===== config.mk =====
export PLATFORM = sky130hd
export DESIGN_NAME = plc_special_flag_bank
export DESIGN_NICKNAME = d
export VERILOG_FILES = /design/src/plc_special_flag_bank.v
export VERILOG_INCLUDE_DIRS = /design/src
export SDC_FILE = /design/constraint.sdc
export NUM_CORES = 1
export LEC_CHECK = 0
export ABC_AREA = 1
export BUFFER_PORTS_ARGS = -buffer_cell sky130_fd_sc_hd__clkbuf_2
export CELL_PAD_IN_SITES_DETAIL_PLACEMENT = 0
export CELL_PAD_IN_SITES_GLOBAL_PLACEMENT = 1
export CORE_ASPECT_RATIO = 0.75
export CORE_MARGIN = 4
export CORE_UTILIZATION = 37
export CTS_BUF_LIST = sky130_fd_sc_hd__clkbuf_4 sky130_fd_sc_hd__clkbuf_8
export DETAILED_ROUTE_END_ITERATION = 8
export GPL_TIMING_DRIVEN = 0
export PLACE_DENSITY_LB_ADDON = 0.1
export SLEW_MARGIN = 20
export SYNTH_ARGS = -nofsm -noshare
export SYNTH_HDL_FRONTEND = slang
export SYNTH_SLANG_ARGS = --single-unit

===== constraint.sdc =====
create_clock -name pclk -period 1.6 [get_ports pclk]
set_input_delay 0.08 -clock pclk [delete_from_list [all_inputs] [get_ports pclk]]
set_output_delay 0.08 -clock pclk [all_outputs]
set_load 0.05 [all_outputs]

===== src/plc_special_flag_bank_consts.vh =====
`ifndef PLC_SPECIAL_FLAG_BANK_CONSTS_VH
`define PLC_SPECIAL_FLAG_BANK_CONSTS_VH

// ==========================================================================
// Register byte offsets
// ==========================================================================
`define OFS_FLAGS      12'h000
`define OFS_CUR_DATE   12'h004
`define OFS_CUR_TIME   12'h008
`define OFS_NEW_DATE   12'h00c
`define OFS_NEW_TIME   12'h010

// ==========================================================================
// Flag bit positions in the flag register
// ==========================================================================
`define FLAG_W         20
`define B_RUN          0
`define B_SEC_HOLD     1
`define B_ALL_OFF      2
`define B_CARRY        3
`define B_PROG_ERR     4
`define B_LINK_ERR     5
`define B_PROHIBIT     6
`define B_INIT_STOP    7
`define B_LAMP         8
`define B_WR_LOCK      9
`define B_OP_LOCK      10
`define B_CLK_WR_ERR   11
`define B_CLK_RD_ERR   12
`define B_RD_INHIBIT   13
`define B_DATE_CMD     14
`define B_TIME_CMD     15
`define B_DT_CMD       16
`define B_ROUND_CMD    17
`define B_RX1_CANCEL   18
`define B_SEC_PULSE    19

// ==========================================================================
// Reset values, widths and time-field limits
// ==========================================================================
`define FLAGS_RESET    20'h00000
`define OUT_W          108
`define SEC_HALF       8'h1e
`define MIN_WRAP       8'h3c

// ==========================================================================
// Timing
// ==========================================================================
`define CLK_FREQ_KHZ   200000
`define HALF_SEC_MS    500
`define LINK_TIMEOUT_S 10

`endif


===== src/plc_special_flag_bank.v =====
// Implementation choices: the APB register port and the register addresses.
`timescale 1ns/1ps
`include "plc_special_flag_bank_consts.vh"
module plc_special_flag_bank #(
  parameter [31:0] HALF_SEC_CYCLES =
    `HALF_SEC_MS * `CLK_FREQ_KHZ,
  parameter [31:0] LINK_TIMEOUT_CYCLES =
    `LINK_TIMEOUT_S * 1000 * `CLK_FREQ_KHZ
) (
  input  wire                pclk,
  input  wire                presetn,
  input  wire                psel,
  input  wire                penable,
  input  wire                pwrite,
  input  wire [11:0]         paddr,
  input  wire [31:0]         pwdata,
  output reg  [31:0]         prdata,
  output reg                 pready,
  output reg                 pslverr,
  input  wire                backup_run,
  input  wire                backup_prohibit,
  input  wire                cpu_running,
  input  wire                scan_tick,
  input  wire                arith_carry,
  input  wire                shift_carry_valid,
  input  wire                shift_carry_value,
  input  wire                program_error,
  input  wire                link_comm_error,
  input  wire                is_master,
  input  wire                link_frame_ok,
  input  wire [`OUT_W-1:0]   program_outputs,
  input  wire                panel_write_req,
  input  wire                panel_op_req,
  input  wire                cart_present,
  input  wire                cart_read_done,
  input  wire                cart_read_ok,
  input  wire [31:0]         cart_date,
  input  wire [23:0]         cart_time,
  input  wire                cart_write_done,
  input  wire                cart_write_ok,
  output reg                 cpu_halt,
  output reg                 one_second_pulse,
  output reg  [`OUT_W-1:0]   discrete_outputs,
  output reg                 self_hold_clear,
  output reg                 link_stop,
  output reg                 link_reinit,
  output reg                 status_lamp,
  output reg                 panel_write_grant,
  output reg                 panel_op_grant,
  output reg                 cart_date_load,
  output reg                 cart_time_load,
  output reg  [31:0]         cart_new_date,
  output reg  [23:0]         cart_new_time,
  output reg                 port1_receive_cancel
);

  // Stored flags, staging and current-time words, counters and edge memory.
  reg [`FLAG_W-2:0] flags_reg;
  reg [`FLAG_W-2:0] flags_next;
  reg [31:0]        cur_date_reg;
  reg [23:0]        cur_time_reg;
  reg [31:0]        new_date_reg;
  reg [23:0]        new_time_reg;
  reg               init_done_reg;
  reg [3:0]         cmd_seen_reg;
  reg [31:0]        sec_cnt_reg;
  reg [31:0]        link_cnt_reg;
  reg               init_prev_reg;
  reg               sw_wr;
  reg [31:0]        rd_mux;
  reg               rd_err;
  reg [3:0]         cmd_rise;
  reg [7:0]         round_min;

  // Power-up image of the stored flags; bit 19 is the live pulse.
  localparam [`FLAG_W-1:0] FLAGS_RST = `FLAGS_RESET;

  // Acknowledged transfer edge, and the four command flags side by side.
  wire acc = psel & penable & pready;
  wire [3:0] cmd_now = {flags_reg[`B_ROUND_CMD], flags_reg[`B_DT_CMD],
                        flags_reg[`B_TIME_CMD], flags_reg[`B_DATE_CMD]};

  // ========================================================================
  // APB slave
  // ========================================================================

  // Read mux and decode of unmapped addresses.
  always @* begin
    rd_mux = 32'h00000000;
    rd_err = 1'b0;
    case (paddr)
      `OFS_FLAGS: rd_mux = {12'h000, one_second_pulse, flags_reg};
      `OFS_CUR_DATE: rd_mux = cur_date_reg;
      `OFS_CUR_TIME: rd_mux = {8'h00, cur_time_reg};
      `OFS_NEW_DATE: rd_mux = new_date_reg;
      `OFS_NEW_TIME: rd_mux = {8'h00, new_time_reg};
      default: rd_err = 1'b1;
    endcase
  end

  // One wait state: ready rises in the second access cycle.
  // Read data is captured with ready so that it stands exactly while the
  // master samples it; an unmapped address answers zero with an error.
  always @(posedge pclk or negedge presetn) begin
    if (!presetn) begin
      pready  <= 1'b0;
      prdata  <= 32'h00000000;
      pslverr <= 1'b0;
    end else begin
      pready  <= psel & penable & ~pready;
      pslverr <= psel & penable & ~pready & rd_err;
      if (psel & penable & ~pready & ~pwrite)
        prdata <= rd_mux;
    end
  end

  // Writes to the date and time staging registers.
  // They change only at the acknowledged edge of a write transfer, so a
  // load command always sees a complete word.
  always @(posedge pclk or negedge presetn) begin
    if (!presetn) begin
      new_date_reg <= 32'h00000000;
      new_time_reg <= 24'h000000;
    end else if (acc & pwrite) begin
      if (paddr == `OFS_NEW_DATE)
        new_date_reg <= pwdata;
      if (paddr == `OFS_NEW_TIME)
        new_time_reg <= pwdata[23:0];
    end
  end

  // ========================================================================
  // Flag register
  // ========================================================================

  // Software writes first, hardware events after so a set wins a clear.
  // A slave keeps its link stop bit out of software's reach: only the
  // silence timer and a good frame may move it.
  // Bit 19 is the live pulse and is never written.
  always @* begin
    sw_wr = acc & pwrite & (paddr == `OFS_FLAGS);
    flags_next = flags_reg;
    if (sw_wr) begin
      flags_next = pwdata[`FLAG_W-2:0];
      if (!is_master)
        flags_next[`B_INIT_STOP] = flags_reg[`B_INIT_STOP];
    end
    if (!init_done_reg) begin
      flags_next[`B_RUN] = backup_run;
      flags_next[`B_PROHIBIT] = backup_prohibit;
    end
    if (arith_carry)
      flags_next[`B_CARRY] = 1'b1;
    else if (shift_carry_valid)
      flags_next[`B_CARRY] = shift_carry_value;
    if (program_error)
      flags_next[`B_PROG_ERR] = 1'b1;
    if (link_comm_error)
      flags_next[`B_LINK_ERR] = 1'b1;
    if (!is_master) begin
      if (link_frame_ok)
        flags_next[`B_INIT_STOP] = 1'b0;
      else if (link_cnt_reg >= LINK_TIMEOUT_CYCLES - 32'd1)
        flags_next[`B_INIT_STOP] = 1'b1;
    end
    if (cart_write_done)
      flags_next[`B_CLK_WR_ERR] = ~cart_write_ok;
    if (cart_read_done)
      flags_next[`B_CLK_RD_ERR] = ~cart_read_ok;
  end

  // Backup levels are caught in the first clocked cycle after release.
  // The reset branch loads constants only; the retained run and prohibit
  // values come in through flags_next while init_done_reg is still low.
  always @(posedge pclk or negedge presetn) begin
    if (!presetn) begin
      flags_reg     <= FLAGS_RST[`FLAG_W-2:0];
      init_done_reg <= 1'b0;
    end else begin
      flags_reg     <= flags_next;
      init_done_reg <= 1'b1;
    end
  end

  // ========================================================================
  // Run control, outputs, lamp, panel, port 1
  // ========================================================================

  // Registered control outputs.
  // Each output follows its flag one clock later, so all of them change
  // together on the edge after a flag write lands.
  always @(posedge pclk or negedge presetn) begin
    if (!presetn) begin
      cpu_halt             <= 1'b0;
      discrete_outputs     <= {`OUT_W{1'b0}};
      self_hold_clear      <= 1'b0;
      status_lamp          <= 1'b0;
      panel_write_grant    <= 1'b0;
      panel_op_grant       <= 1'b0;
      port1_receive_cancel <= 1'b0;
    end else begin
      cpu_halt <= cpu_running & ~flags_reg[`B_RUN];
      discrete_outputs <= flags_reg[`B_ALL_OFF] ? {`OUT_W{1'b0}} :
                          program_outputs;
      // The program must drop its self-hold image while this is high.
      self_hold_clear <= flags_reg[`B_ALL_OFF];
      status_lamp <= flags_reg[`B_LAMP];
      panel_write_grant <= panel_write_req & ~flags_reg[`B_WR_LOCK] &
                           ~flags_reg[`B_OP_LOCK];
      panel_op_grant <= panel_op_req & ~flags_reg[`B_OP_LOCK];
      port1_receive_cancel <= flags_reg[`B_RX1_CANCEL];
    end
  end

  // ========================================================================
  // One-second pulse
  // ========================================================================

  // Half-period counter; hold keeps the pulse low and restarts the phase.
  // After a hold ends the pulse stays low for a full half period, so the
  // first high phase is never cut short.
  always @(posedge pclk or negedge presetn) begin
    if (!presetn) begin
      sec_cnt_reg      <= 32'h00000000;
      one_second_pulse <= 1'b0;
    end else if (flags_reg[`B_SEC_HOLD]) begin
      sec_cnt_reg      <= 32'h00000000;
      one_second_pulse <= 1'b0;
    end else if (sec_cnt_reg >= HALF_SEC_CYCLES - 32'd1) begin
      sec_cnt_reg      <= 32'h00000000;
      one_second_pulse <= ~one_second_pulse;
    end else begin
      sec_cnt_reg <= sec_cnt_reg + 32'd1;
    end
  end

  // ========================================================================
  // Data link
  // ========================================================================

  // Silence timer for the slave and reinit pulse for the master.
  // The timer saturates one short of its limit, so a long silence keeps
  // the stop condition asserted instead of wrapping round.
  always @(posedge pclk or negedge presetn) begin
    if (!presetn) begin
      link_cnt_reg  <= 32'h00000000;
      init_prev_reg <= 1'b0;
      link_reinit   <= 1'b0;
      link_stop     <= 1'b0;
    end else begin
      if (is_master | link_frame_ok)
        link_cnt_reg <= 32'h00000000;
      else if (link_cnt_reg < LINK_TIMEOUT_CYCLES - 32'd1)
        link_cnt_reg <= link_cnt_reg + 32'd1;
      init_prev_reg <= flags_reg[`B_INIT_STOP];
      link_reinit <= is_master & flags_reg[`B_INIT_STOP] &
                     ~init_prev_reg;
      link_stop <= is_master ? flags_reg[`B_PROHIBIT] :
                   flags_reg[`B_INIT_STOP];
    end
  end

  // ========================================================================
  // Calendar clock cartridge
  // ========================================================================

  // Rising edges of the four command flags, judged at scan boundaries.
  // Minutes wrap from 59 to 0 with no carry into the hour; a user who
  // needs the hour carry must set the hour by a full time load.
  always @* begin
    cmd_rise  = cmd_now & ~cmd_seen_reg;
    round_min = cur_time_reg[15:8] + 8'h01;
    if (round_min >= `MIN_WRAP)
      round_min = 8'h00;
  end

  // Current-time copy, command edge memory and cartridge load strobes.
  // A combined load takes priority over rounding in the same scan, and a
  // flag left set repeats nothing until it has been seen low at a tick.
  // Strobes last one clock; the staged words stand until the next load.
  always @(posedge pclk or negedge presetn) begin
    if (!presetn) begin
      cur_date_reg   <= 32'h00000000;
      cur_time_reg   <= 24'h000000;
      cmd_seen_reg   <= 4'h0;
      cart_date_load <= 1'b0;
      cart_time_load <= 1'b0;
      cart_new_date  <= 32'h00000000;
      cart_new_time  <= 24'h000000;
    end else begin
      if (cart_present & cart_read_done & cart_read_ok &
          ~(cpu_running & flags_reg[`B_RD_INHIBIT])) begin
        cur_date_reg <= cart_date;
        cur_time_reg <= cart_time;
      end
      cart_date_load <= 1'b0;
      cart_time_load <= 1'b0;
      if (scan_tick) begin
        cmd_seen_reg <= cmd_now;
        if (cmd_rise[0] | cmd_rise[2]) begin
          cart_date_load <= 1'b1;
          cart_new_date  <= new_date_reg;
        end
        if (cmd_rise[1] | cmd_rise[2]) begin
          cart_time_load <= 1'b1;
          cart_new_time  <= new_time_reg;
        end else if (cmd_rise[3]) begin
          cart_time_load <= 1'b1;
          if (cur_time_reg[7:0] < `SEC_HALF)
            cart_new_time <= {cur_time_reg[23:8], 8'h00};
          else
            cart_new_time <= {cur_time_reg[23:16], round_min,
                              8'h00};
        end
      end
    end
  end

endmodule


==> results.py, run 1 <==
metrics = {
    "grt": {
        "grt_pass1_wl_mm": 106,
        "grt_pass1_vias": 18100,
        "antenna_found_initial": 2,
        "overflow": 0,
        "track_usage": 0.260,
        "grt_max_degree": 88,
    },
    "synthesis": {
        "yosys.area.top_type_share": 0.568,
        "synth_top_area_cell": "dfrtp_1",
        "synth_area_per_cell_um2": 8.28,
        "synth_enable_flop_cells": 0,
        "synthXorXnorAreaFrac": 0.0136,
        "synthMostInstantiatedCell": "nand2_1",
        "synthArstFlopShare": 1.00,
        "synthAdderAreaFrac": 0.00208,
        "synth_top_family_by_area": "simple AND/OR/NAND/NOR gates",
        "synthTopCellsByArea": "dfrtp_1 (57%), nand2_1 (8.8%), nor2_1 (8.5%)",
        "synth-seq-cells": 410,
        "synth_mux_area_frac": 0.00312,
        "ys.flop_type": "dfrtp_1",
        "synth_compound_area_frac": 0.0753,
        "yosysWarnings": 0,
        "syn_area_mm2": 0.0181,
        "ys_types": 43,
        "syn_inst": 2182,
        "yosys.area_share.simple": 0.250,
        "seq_area_frac_synth": 0.568,
        "synthTopCellsByCount": "nand2_1 (425), dfrtp_1 (410), nor2_1 (407)",
    },
    "finish": {
        "regMostFlops": "discrete_outputs",
        "drive_gt1_frac": 0.287,
        "largest_register_ffs": 108,
        "seqCellArea_mm2": 0.0103,
        "final_cells": 3669,
        "n_fill_cell": 4529,
        "nets": 3215,
        "syn_to_final_growth_pct": 45.0,
        "multi_input_area_mm2": 0.00686,
    },
    "sta": {
        "setup_viol": 37,
        "min_period_ps": 1670,
        "tightest_slew_ps": 656,
        "relSlewSlack": 0.563,
        "fin_crit_sh": 1.05,
        "finClkSkew_ps": 44.0,
        "timing.setup.tns_ps": -1660,
        "final.setup.worst_slack_ps": -74.8,
        "hold_ws_ps": -620,
        "fmax_mhz": 597,
        "rsz0062_at_grt": "yes",
        "hold_violations": 192,
        "finalMaxSlewViolations": 0,
    },
    "route": {
        "antenna_left": 0,
        "drc_errors": 0,
        "wire_per_inst_um": 18.8,
        "vias": 17600,
        "first_iter_violations": 1229,
        "dr.pass1.iters": 5,
        "wl_mm": 69.0,
        "via_per_inst": 4.81,
    },
    "worst_setup_path": {
        "cp_max_fo": 3,
        "end_kind": "flip-flop",
        "startpoint_type": "flip-flop",
        "cp-startpoint": "link_cnt_reg[0]",
        "worst_r2r_endpoint": "link_cnt_reg[6]",
        "cp_data_required_time_ps": 2190,
        "reg2reg_depth": 11,
        "reg2reg_slack_ps": -70,
        "r2r_start": "link_cnt_reg[0]",
        "endpoint": "link_cnt_reg[6]",
        "worstSetupPathType": "flip-flop to flip-flop",
        "crit_arrival_ps": 2270,
    },
    "run_status": {
        "status": "complete, but fails checks",
        "violations": "hold timing, setup timing",
    },
    "placed_design": {
        "gp_congestion": 0.861,
        "pre_cts_ws_ps": -855,
        "dp_hpwl_mm": 50.3,
        "port_buffers": 438,
        "dp_cells": 3268,
    },
    "job": {
        "maxCapViolCount": 0,
    },
    "power_and_ir_drop": {
        "power_density_mw_per_mm2": 925,
        "p_leak_nw": 13.4,
        "ir_drop_mv": 0.605,
    },
    "cts": {
        "clk_path_buf_depth": 3,
        "hold_buffers": 222,
        "cts_buffers": 69,
        "cts_sinks": 410,
        "root_buffer": "clkbuf_8",
        "cts-htree-levels": 3,
        "cts.reportedPaths.clkPinSlew_ps": 60,
        "clock_latency_ps": 670,
        "cts_tree": "done",
    },
    "min_path": {
        "min_path_type": "input pin to asynchronous set/reset pin",
    },
    "floorplanning": {
        "row_count": 69,
        "num_io_pins": 440,
        "design.die.area_mm2": 0.0525,
        "initial_utilization": 0.378,
        "core-area_mm2": 0.0478,
        "die_h_um": 199,
        "fp.dieW_um": 263,
    },
}
-- final cells by class --
type                    count  share of cell area
flip-flops and latches    410               0.392
multi-input cells        1384               0.262
repair buffers            727               0.197
clock buffers             108              0.0498
inverters                 301              0.0432
well taps                 639              0.0305
plain buffers              88              0.0220
clock inverters            10             0.00306
diodes                      2            0.000191
-- what timing repair did --
| item | CTS | global route |
|---|---|---|
| gates cloned | 4 | 0 |
| endpoints found under the setup margin | 337 | 210 |
| gates resized for setup | 123 | 150 |
| buffers inserted | 36 | 26 |
| endpoints found under the hold margin | 465 | 192 |
| pin swaps | 17 | 40 |
-- layout by cell type, fill, tap and decap left out, types with 80 or more instances in the layout --
cell type,Yosys,final
a21oi_1,107,101
clkbuf_2,4,456
clkbuf_8,0,80
dfrtp_1,410,394
dlygate4sd3_1,0,222
inv_1,296,294
nand2_1,425,383
nand3_1,158,152
nor2_1,407,362
o21ai_0,106,98
-- stage by stage --
step	util	cell area [um2]	hold slack [ps]	total power, mW
floorplan	-	18100	-216	13.0
global placement	0.441	21100	268	14.1
detailed placement	0.444	21200	78.6	14.2
CTS	0.536	25600	-652	24.5
global route	0.548	26200	-618	25.3
finish	0.548	26200	-620	24.2
-- worst min-delay path by stage --
stage | startpoint | endpoint | slack [ps] | cells after the start
floorplan | presetn | cart_date_load | -220 | 0
global placement | program_outputs[103] | discrete_outputs[103] | 270 | 3
detailed placement | presetn | link_cnt_reg[4] | 80 | 1
CTS | presetn | link_cnt_reg[7] | -650 | 1
global route | presetn | link_cnt_reg[7] | -620 | 1
finish | presetn | link_cnt_reg[7] | -620 | 1
-- where the power goes --
| part | total [mW] | switching [mW] | internal (mW) |
|---|---|---|---|
| sequential | 11.2 | 0.272 | 10.9 |
| clock | 9.66 | 4.46 | 5.20 |
| combinational | 3.42 | 2.26 | 1.16 |
| total | 24.2 | 7.00 | 17.2 |
-- metal layers --
metal  GRT usage  vias up  share of wire
met5           0        -        0.00019
met4      0.0633        2          0.020
met2       0.402      589           0.44
met3      0.0778       94          0.080
met1       0.364     8550           0.46
li1            -     8405              -
-- cells by family after synthesis --
family                   count (synthesis)
AO/OA/AOI/OAI                          263
XOR/XNOR                                28
adder cells (fa/ha/maj)                  3
buffers and inverters                  392
flip-flops                             410
multiplexers                             5
other                                    2
AND/OR/NAND/NOR                       1079
-- worst max-delay path: stages (launching register included) --
cell	delay, ps
dfrtp_2	380
ha_4	160
buf_4	120
nand2_1	60
nor2_2	150
nand2_2	130
buf_4	160
buf_4	120
xor2_1	130
nor2_1	100
nand2_2	60
nand2_1	50
Power figures use the tool's default switching activity.
==> inputs of run 2 (changes only) <==
HOLD_SLACK_MARGIN = 0.05   (was unset)
==> run 2 against run 1 <==
Effect of this change:
- the flow still finishes with violations (hold timing, setup timing)
- sequential power about the same
- routed wire length about the same
- global-route usage about the same
- via count down 0.19%
- largest power group unchanged
- highest routed layer unchanged
==> results.py, run 2 (synthesized netlist as in run 1, its figures left out) <==
metrics = {
    "route": {
        "antenna_left": 0,
        "vias": 17600,
        "drc_errors": 0,
        "first_iter_violations": 1330,
        "via_per_inst": 4.80,
        "wire_per_inst_um": 18.8,
        "dr.pass1.iters": 5,
        "wl_mm": 69.0,
    },
    "power_and_ir_drop": {
        "ir_drop_mv": 0.612,
        "switching_share": 0.288,
        "p_total_mw": 24.2,
        "power_density_mw_per_mm2": 924,
        "power_frac_clock": 0.398,
        "seq_power_share": 0.461,
        "p_sw_mw": 6.96,
        "power_frac_comb": 0.141,
        "p_int_mw": 17.2,
        "p_leak_nw": 13.4,
    },
    "finish": {
        "final_common_cell": "clkbuf_2",
        "nets": 3216,
        "largest_register_ffs": 108,
        "fin_util": 0.547,
        "n_fill_cell": 4534,
        "drive_gt1_frac": 0.286,
        "regMostFlops": "discrete_outputs",
        "final_cells": 3671,
        "mostFrequentLayoutCells": "clkbuf_2 (457), dfrtp_1 (394), nand2_1 (383), nor2_1 (362), inv_1 (294)",
        "syn_to_final_growth_pct": 44.9,
    },
    "worst_setup_path": {
        "startpoint_type": "flip-flop",
        "worstPathCellList": "ha_4, buf_4, nand2_1, nor2_2, nand2_2, buf_4, buf_4, xor2_1, nor2_1, nand2_2, nand2_1",
        "cp_data_required_time_ps": 2190,
        "crit_arrival_ps": 2270,
        "cp_max_fo": 3,
        "critPathBufInv": 3,
        "path_depth": 11,
        "crit_family": "simple AND/OR/NAND/NOR gates",
        "worstSetupPathType": "flip-flop to flip-flop",
        "end_kind": "flip-flop",
        "crit_path_max_incr_delay_ps": 380,
        "reg2reg_slack_ps": -80,
        "cp_slowest_cell": "dfrtp_2",
        "reg2reg_depth": 11,
        "worst_path_most_repeated_cell": "buf_4",
    },
    "grt": {
        "overflow": 0,
        "antenna_found_initial": 2,
        "grt_max_degree": 88,
        "grt_pass1_wl_mm": 106,
        "grt_pass1_vias": 18100,
        "track_usage": 0.260,
    },
    "sta": {
        "min_period_ps": 1680,
        "hold_violations": 192,
        "finClkSkew_ps": 37.3,
        "fmax_mhz": 596,
        "final.setup.worst_slack_ps": -76.9,
        "hold_ws_ps": -606,
        "relSlewSlack": 0.576,
        "finalMaxSlewViolations": 0,
        "tightest_slew_ps": 637,
        "rsz0062_at_grt": "yes",
        "setup_viol": 38,
        "fin_crit_sh": 1.05,
    },
    "cts": {
        "cts_tree": "done",
        "clock_latency_ps": 660,
        "hold_buffers": 223,
        "clk_path_buf_depth": 3,
        "root_buffer": "clkbuf_8",
        "cts-htree-levels": 3,
        "cts_buffers": 69,
        "cts_sinks": 410,
        "cts.reportedPaths.clkPinSlew_ps": 60,
    },
    "floorplanning": {
        "die_h_um": 199,
        "design.die.area_mm2": 0.0525,
        "core-area_mm2": 0.0478,
        "fp.dieW_um": 263,
        "row_count": 69,
        "initial_utilization": 0.378,
        "num_io_pins": 440,
    },
    "job": {
        "maxCapViolCount": 0,
    },
    "run_status": {
        "status": "complete, but fails checks",
        "violations": "hold timing, setup timing",
    },
    "placed_design": {
        "port_buffers": 438,
        "dp_cells": 3268,
        "dp_hpwl_mm": 50.3,
        "gp_congestion": 0.861,
    },
    "min_path": {
        "min_path_type": "input pin to asynchronous set/reset pin",
    },
}
[run 2: changes by cell type in the layout (fill, tap and decap cells not counted), sizes merged]
cell / delta
dlygate4sd3: +1
diode: +1
[run 2: through the flow]
stage / TNS [ps] / instance area, um2 / setup slack [ps]
3_5_place_dp: -127610 / 21200 / -855
3_3_place_gp: -3818750 / 21100 / -9980
5_1_grt: -6480 / 26200 / -181
4_1_cts: -2650 / 25700 / -93.8
6_report: -1780 / 26200 / -76.9
2_1_floorplan: 0 / 18100 / 14.7
[run 2: area by class of cell]
cell class / instances / area [um2] / area share
sequential: 410 / 10300 / 0.393
multi-input combinational: 1384 / 6840 / 0.261
timing repair buffer: 728 / 5170 / 0.197
clock buffer: 108 / 1310 / 0.0498
inverter: 301 / 1130 / 0.0432
tap: 639 / 800 / 0.0305
buffer: 88 / 577 / 0.0220
clock inverter: 10 / 80.1 / 0.00306
antenna: 3 / 7.51 / 0.000287
[run 2: final timing paths]
kind | startpoint | to
min in group pclk | paddr[2] | prdata[23]
setup / recovery | link_cnt_reg[0] | link_cnt_reg[6]
max in group asynchronous | presetn | discrete_outputs[51]
hold reg to reg | init_prev_reg | link_reinit
setup reg to reg | link_cnt_reg[0] | link_cnt_reg[6]
hold / removal | presetn | link_cnt_reg[7]
[run 2: routing by layer]
| layer | up-vias | track usage | share of wire |
|---|---|---|---|
| met3 | 97 | 0.0788 | 0.081 |
| met5 | - | 0 | 0.00019 |
| li1 | 8411 | - | - |
| met2 | 581 | 0.402 | 0.44 |
| met1 | 8516 | 0.363 | 0.46 |
| met4 | 2 | 0.0633 | 0.021 |
[run 2: what timing repair did]
action                     4_1_cts  5_1_grt
gates cloned                     4        0
setup buffers                   36       26
pin swaps                       17       37
setup endpoints to repair      337      210
resized for setup              123      143
hold endpoints to repair       501      192
[run 2: worst reg2reg max path, stage by stage (launching register included)]
cell,delay (ps)
dfrtp_2,380
ha_4,160
buf_4,120
nand2_1,60
nor2_2,150
nand2_2,130
buf_4,160
buf_4,120
xor2_1,130
nor2_1,100
nand2_2,60
nand2_1,50
[run 2: power groups by stage]
stage / registers [mW] / clock network, mW / logic [mW]
after global routing: 11.2 / 10.4 / 3.70
final: 11.2 / 9.63 / 3.41
after floorplan: 12.2 / 0 / 0.759
after global placement: 11.3 / 0 / 2.81
after detailed placement: 11.3 / 0 / 2.88
after CTS: 11.1 / 9.95 / 3.37
==> inputs of run 3 (changes only) <==
CORE_UTILIZATION = 40   (was 37)
clock period = 2 ns   (was 1.6 ns; I/O delays follow)
==> run 3 against run 2 <==
Effect of this change:
- the flow finishes with violations (setup timing)
- total power fell by 21%
- count of clock-buffer cells in the layout fell by 11
- combinational power decreased by 22%
- non-clock buffer count is 43 lower
- via count is 1.0% lower
- first-iteration DRC count shrank 2.3%
- critical endpoint is now flags_reg[3]
==> results.py, run 3 (synthesized netlist as in run 1, its figures left out) <==
metrics = {
    "route": {
        "vias": 17400,
        "drc_errors": 0,
        "wire_per_inst_um": 18.6,
        "dr.pass1.iters": 8,
        "first_iter_violations": 1299,
        "antenna_left": 0,
        "wl_mm": 66.5,
        "via_per_inst": 4.88,
    },
    "grt": {
        "grt_pass1_vias": 17800,
        "antenna_found_initial": 2,
        "grt_max_degree": 90,
        "grt_pass1_wl_mm": 101,
        "track_usage": 0.270,
        "overflow": 0,
    },
    "placed_design": {
        "gp_congestion": 0.902,
        "dp_cells": 3215,
        "place_area_mm2": 0.0212,
        "dp_hpwl_mm": 48.8,
        "port_buffers": 438,
    },
    "worst_setup_path": {
        "cp_data_required_time_ps": 2500,
        "startpoint_type": "input pin",
        "end_kind": "flip-flop",
        "reg2reg_slack_ps": 60,
        "worstSetupPathType": "input pin to flip-flop",
        "cp_max_fo": 8,
        "crit_arrival_ps": 2510,
    },
    "finish": {
        "drive_gt1_frac": 0.225,
        "fin_util": 0.559,
        "regMostFlops": "discrete_outputs",
        "mostFrequentLayoutCells": "clkbuf_2 (447), nand2_1 (424), dfrtp_1 (408), nor2_1 (406), inv_1 (296)",
        "design_area_mm2": 0.0250,
        "largest_register_ffs": 108,
        "final_common_cell": "clkbuf_2",
        "nets": 3173,
        "syn_to_final_growth_pct": 38.2,
        "final_cells": 3568,
    },
    "floorplanning": {
        "initial_utilization": 0.404,
        "num_io_pins": 440,
        "core-area_mm2": 0.0447,
        "row_count": 67,
        "fp.dieW_um": 253,
        "design.die.area_mm2": 0.0487,
        "die_h_um": 192,
    },
    "power_and_ir_drop": {
        "p_leak_nw": 13.0,
        "p_int_mw": 13.7,
        "power_frac_comb": 0.139,
        "seq_power_share": 0.465,
        "p_sw_mw": 5.53,
        "ir_drop_mv": 0.577,
        "p_total_mw": 19.2,
        "switching_share": 0.288,
        "power_density_mw_per_mm2": 768,
        "power_frac_clock": 0.396,
    },
    "cts": {
        "clk_path_buf_depth": 3,
        "cts_tree": "done",
        "root_buffer": "clkbuf_8",
        "cts_buffers": 69,
        "cts_sinks": 410,
        "cts.reportedPaths.clkPinSlew_ps": 60,
        "clock_latency_ps": 650,
        "cts-htree-levels": 3,
    },
    "run_status": {
        "status": "complete, but fails checks",
        "violations": "setup timing",
    },
    "sta": {
        "finClkSkew_ps": 27.4,
        "fmax_mhz": 496,
        "tightest_slew_ps": 833,
        "fin_crit_sh": 1.01,
        "min_period_ps": 2020,
        "setup_viol": 1,
        "rsz0062_at_grt": "no",
        "hold_violations": 0,
        "finalMaxSlewViolations": 0,
        "final.setup.worst_slack_ps": -15.6,
        "relSlewSlack": 0.444,
        "hold_ws_ps": 98.9,
    },
    "job": {
        "maxCapViolCount": 0,
    },
    "min_path": {
        "min_path_type": "input pin to flip-flop",
    },
}
## run 3: cell type report
class                   count  area (um2)
inverters                 301        1130
diodes                      3        7.51
flip-flops and latches    410       10300
fillers                  4189       19700
repair buffers            682        4720
plain buffers              91         479
multi-input cells        1384        6300
clock buffers              97        1220
well taps                 586         733
clock inverters            14         123
## run 3: final timing paths
path,cells after the start,end,startpoint
worst max-delay path,9,flags_reg[3],paddr[7]
max in group asynchronous,6,discrete_outputs[54],presetn
worst max register to register,4,cur_time_reg[23],flags_reg[13]
worst min-delay path,7,new_date_reg[0],paddr[2]
min in group asynchronous,4,link_cnt_reg[8],presetn
worst min register to register,1,link_reinit,init_prev_reg
## run 3: what timing repair did
| item | CTS | global route |
|---|---|---|
| endpoints found under the setup margin | 134 | 74 |
| gates resized for setup | 11 | 22 |
| hold endpoints to repair | 383 | 0 |
| pin swaps | 0 | 3 |
| hold buffers | 230 | 0 |
| buffers inserted | 0 | 9 |
## run 3: metal layers
| layer | GRT usage | vias up | part of all wire |
|---|---|---|---|
| met1 | 0.364 | 8339 | 0.44 |
| met2 | 0.421 | 658 | 0.45 |
| met4 | 0.0929 | 0 | 0.030 |
| met3 | 0.0784 | 131 | 0.082 |
| met5 | 0 | - | 0 |
| li1 | - | 8297 | - |
## run 3: metrics by stage
step                setup WS, ps   TNS, ps
floorplan                    274         0
global placement           -8650  -3539130
detailed placement          -270    -19720
CTS                         14.0         0
global route                6.03         0
finish                     -15.6     -15.6
## run 3: critical path, cell delays in order
cell and delay (ps):
dlygate4sd3_1 530, clkbuf_2 110, nor2_2 310, nand3_1 210, nor2_4 200, nand3_2 310, o21ai_0 260, inv_1 110
o21ai_0 380
## run 3: power by group through the flow
stage          logic [mW]  clock network [mW]  registers [mW]
2_1_floorplan       0.607                   0            9.76
3_3_place_gp         2.21                   0            9.06
3_5_place_dp         2.27                   0            9.06
4_1_cts              2.66                7.77            8.91
5_1_grt              2.89                8.16            8.95
6_report             2.67                7.61            8.92
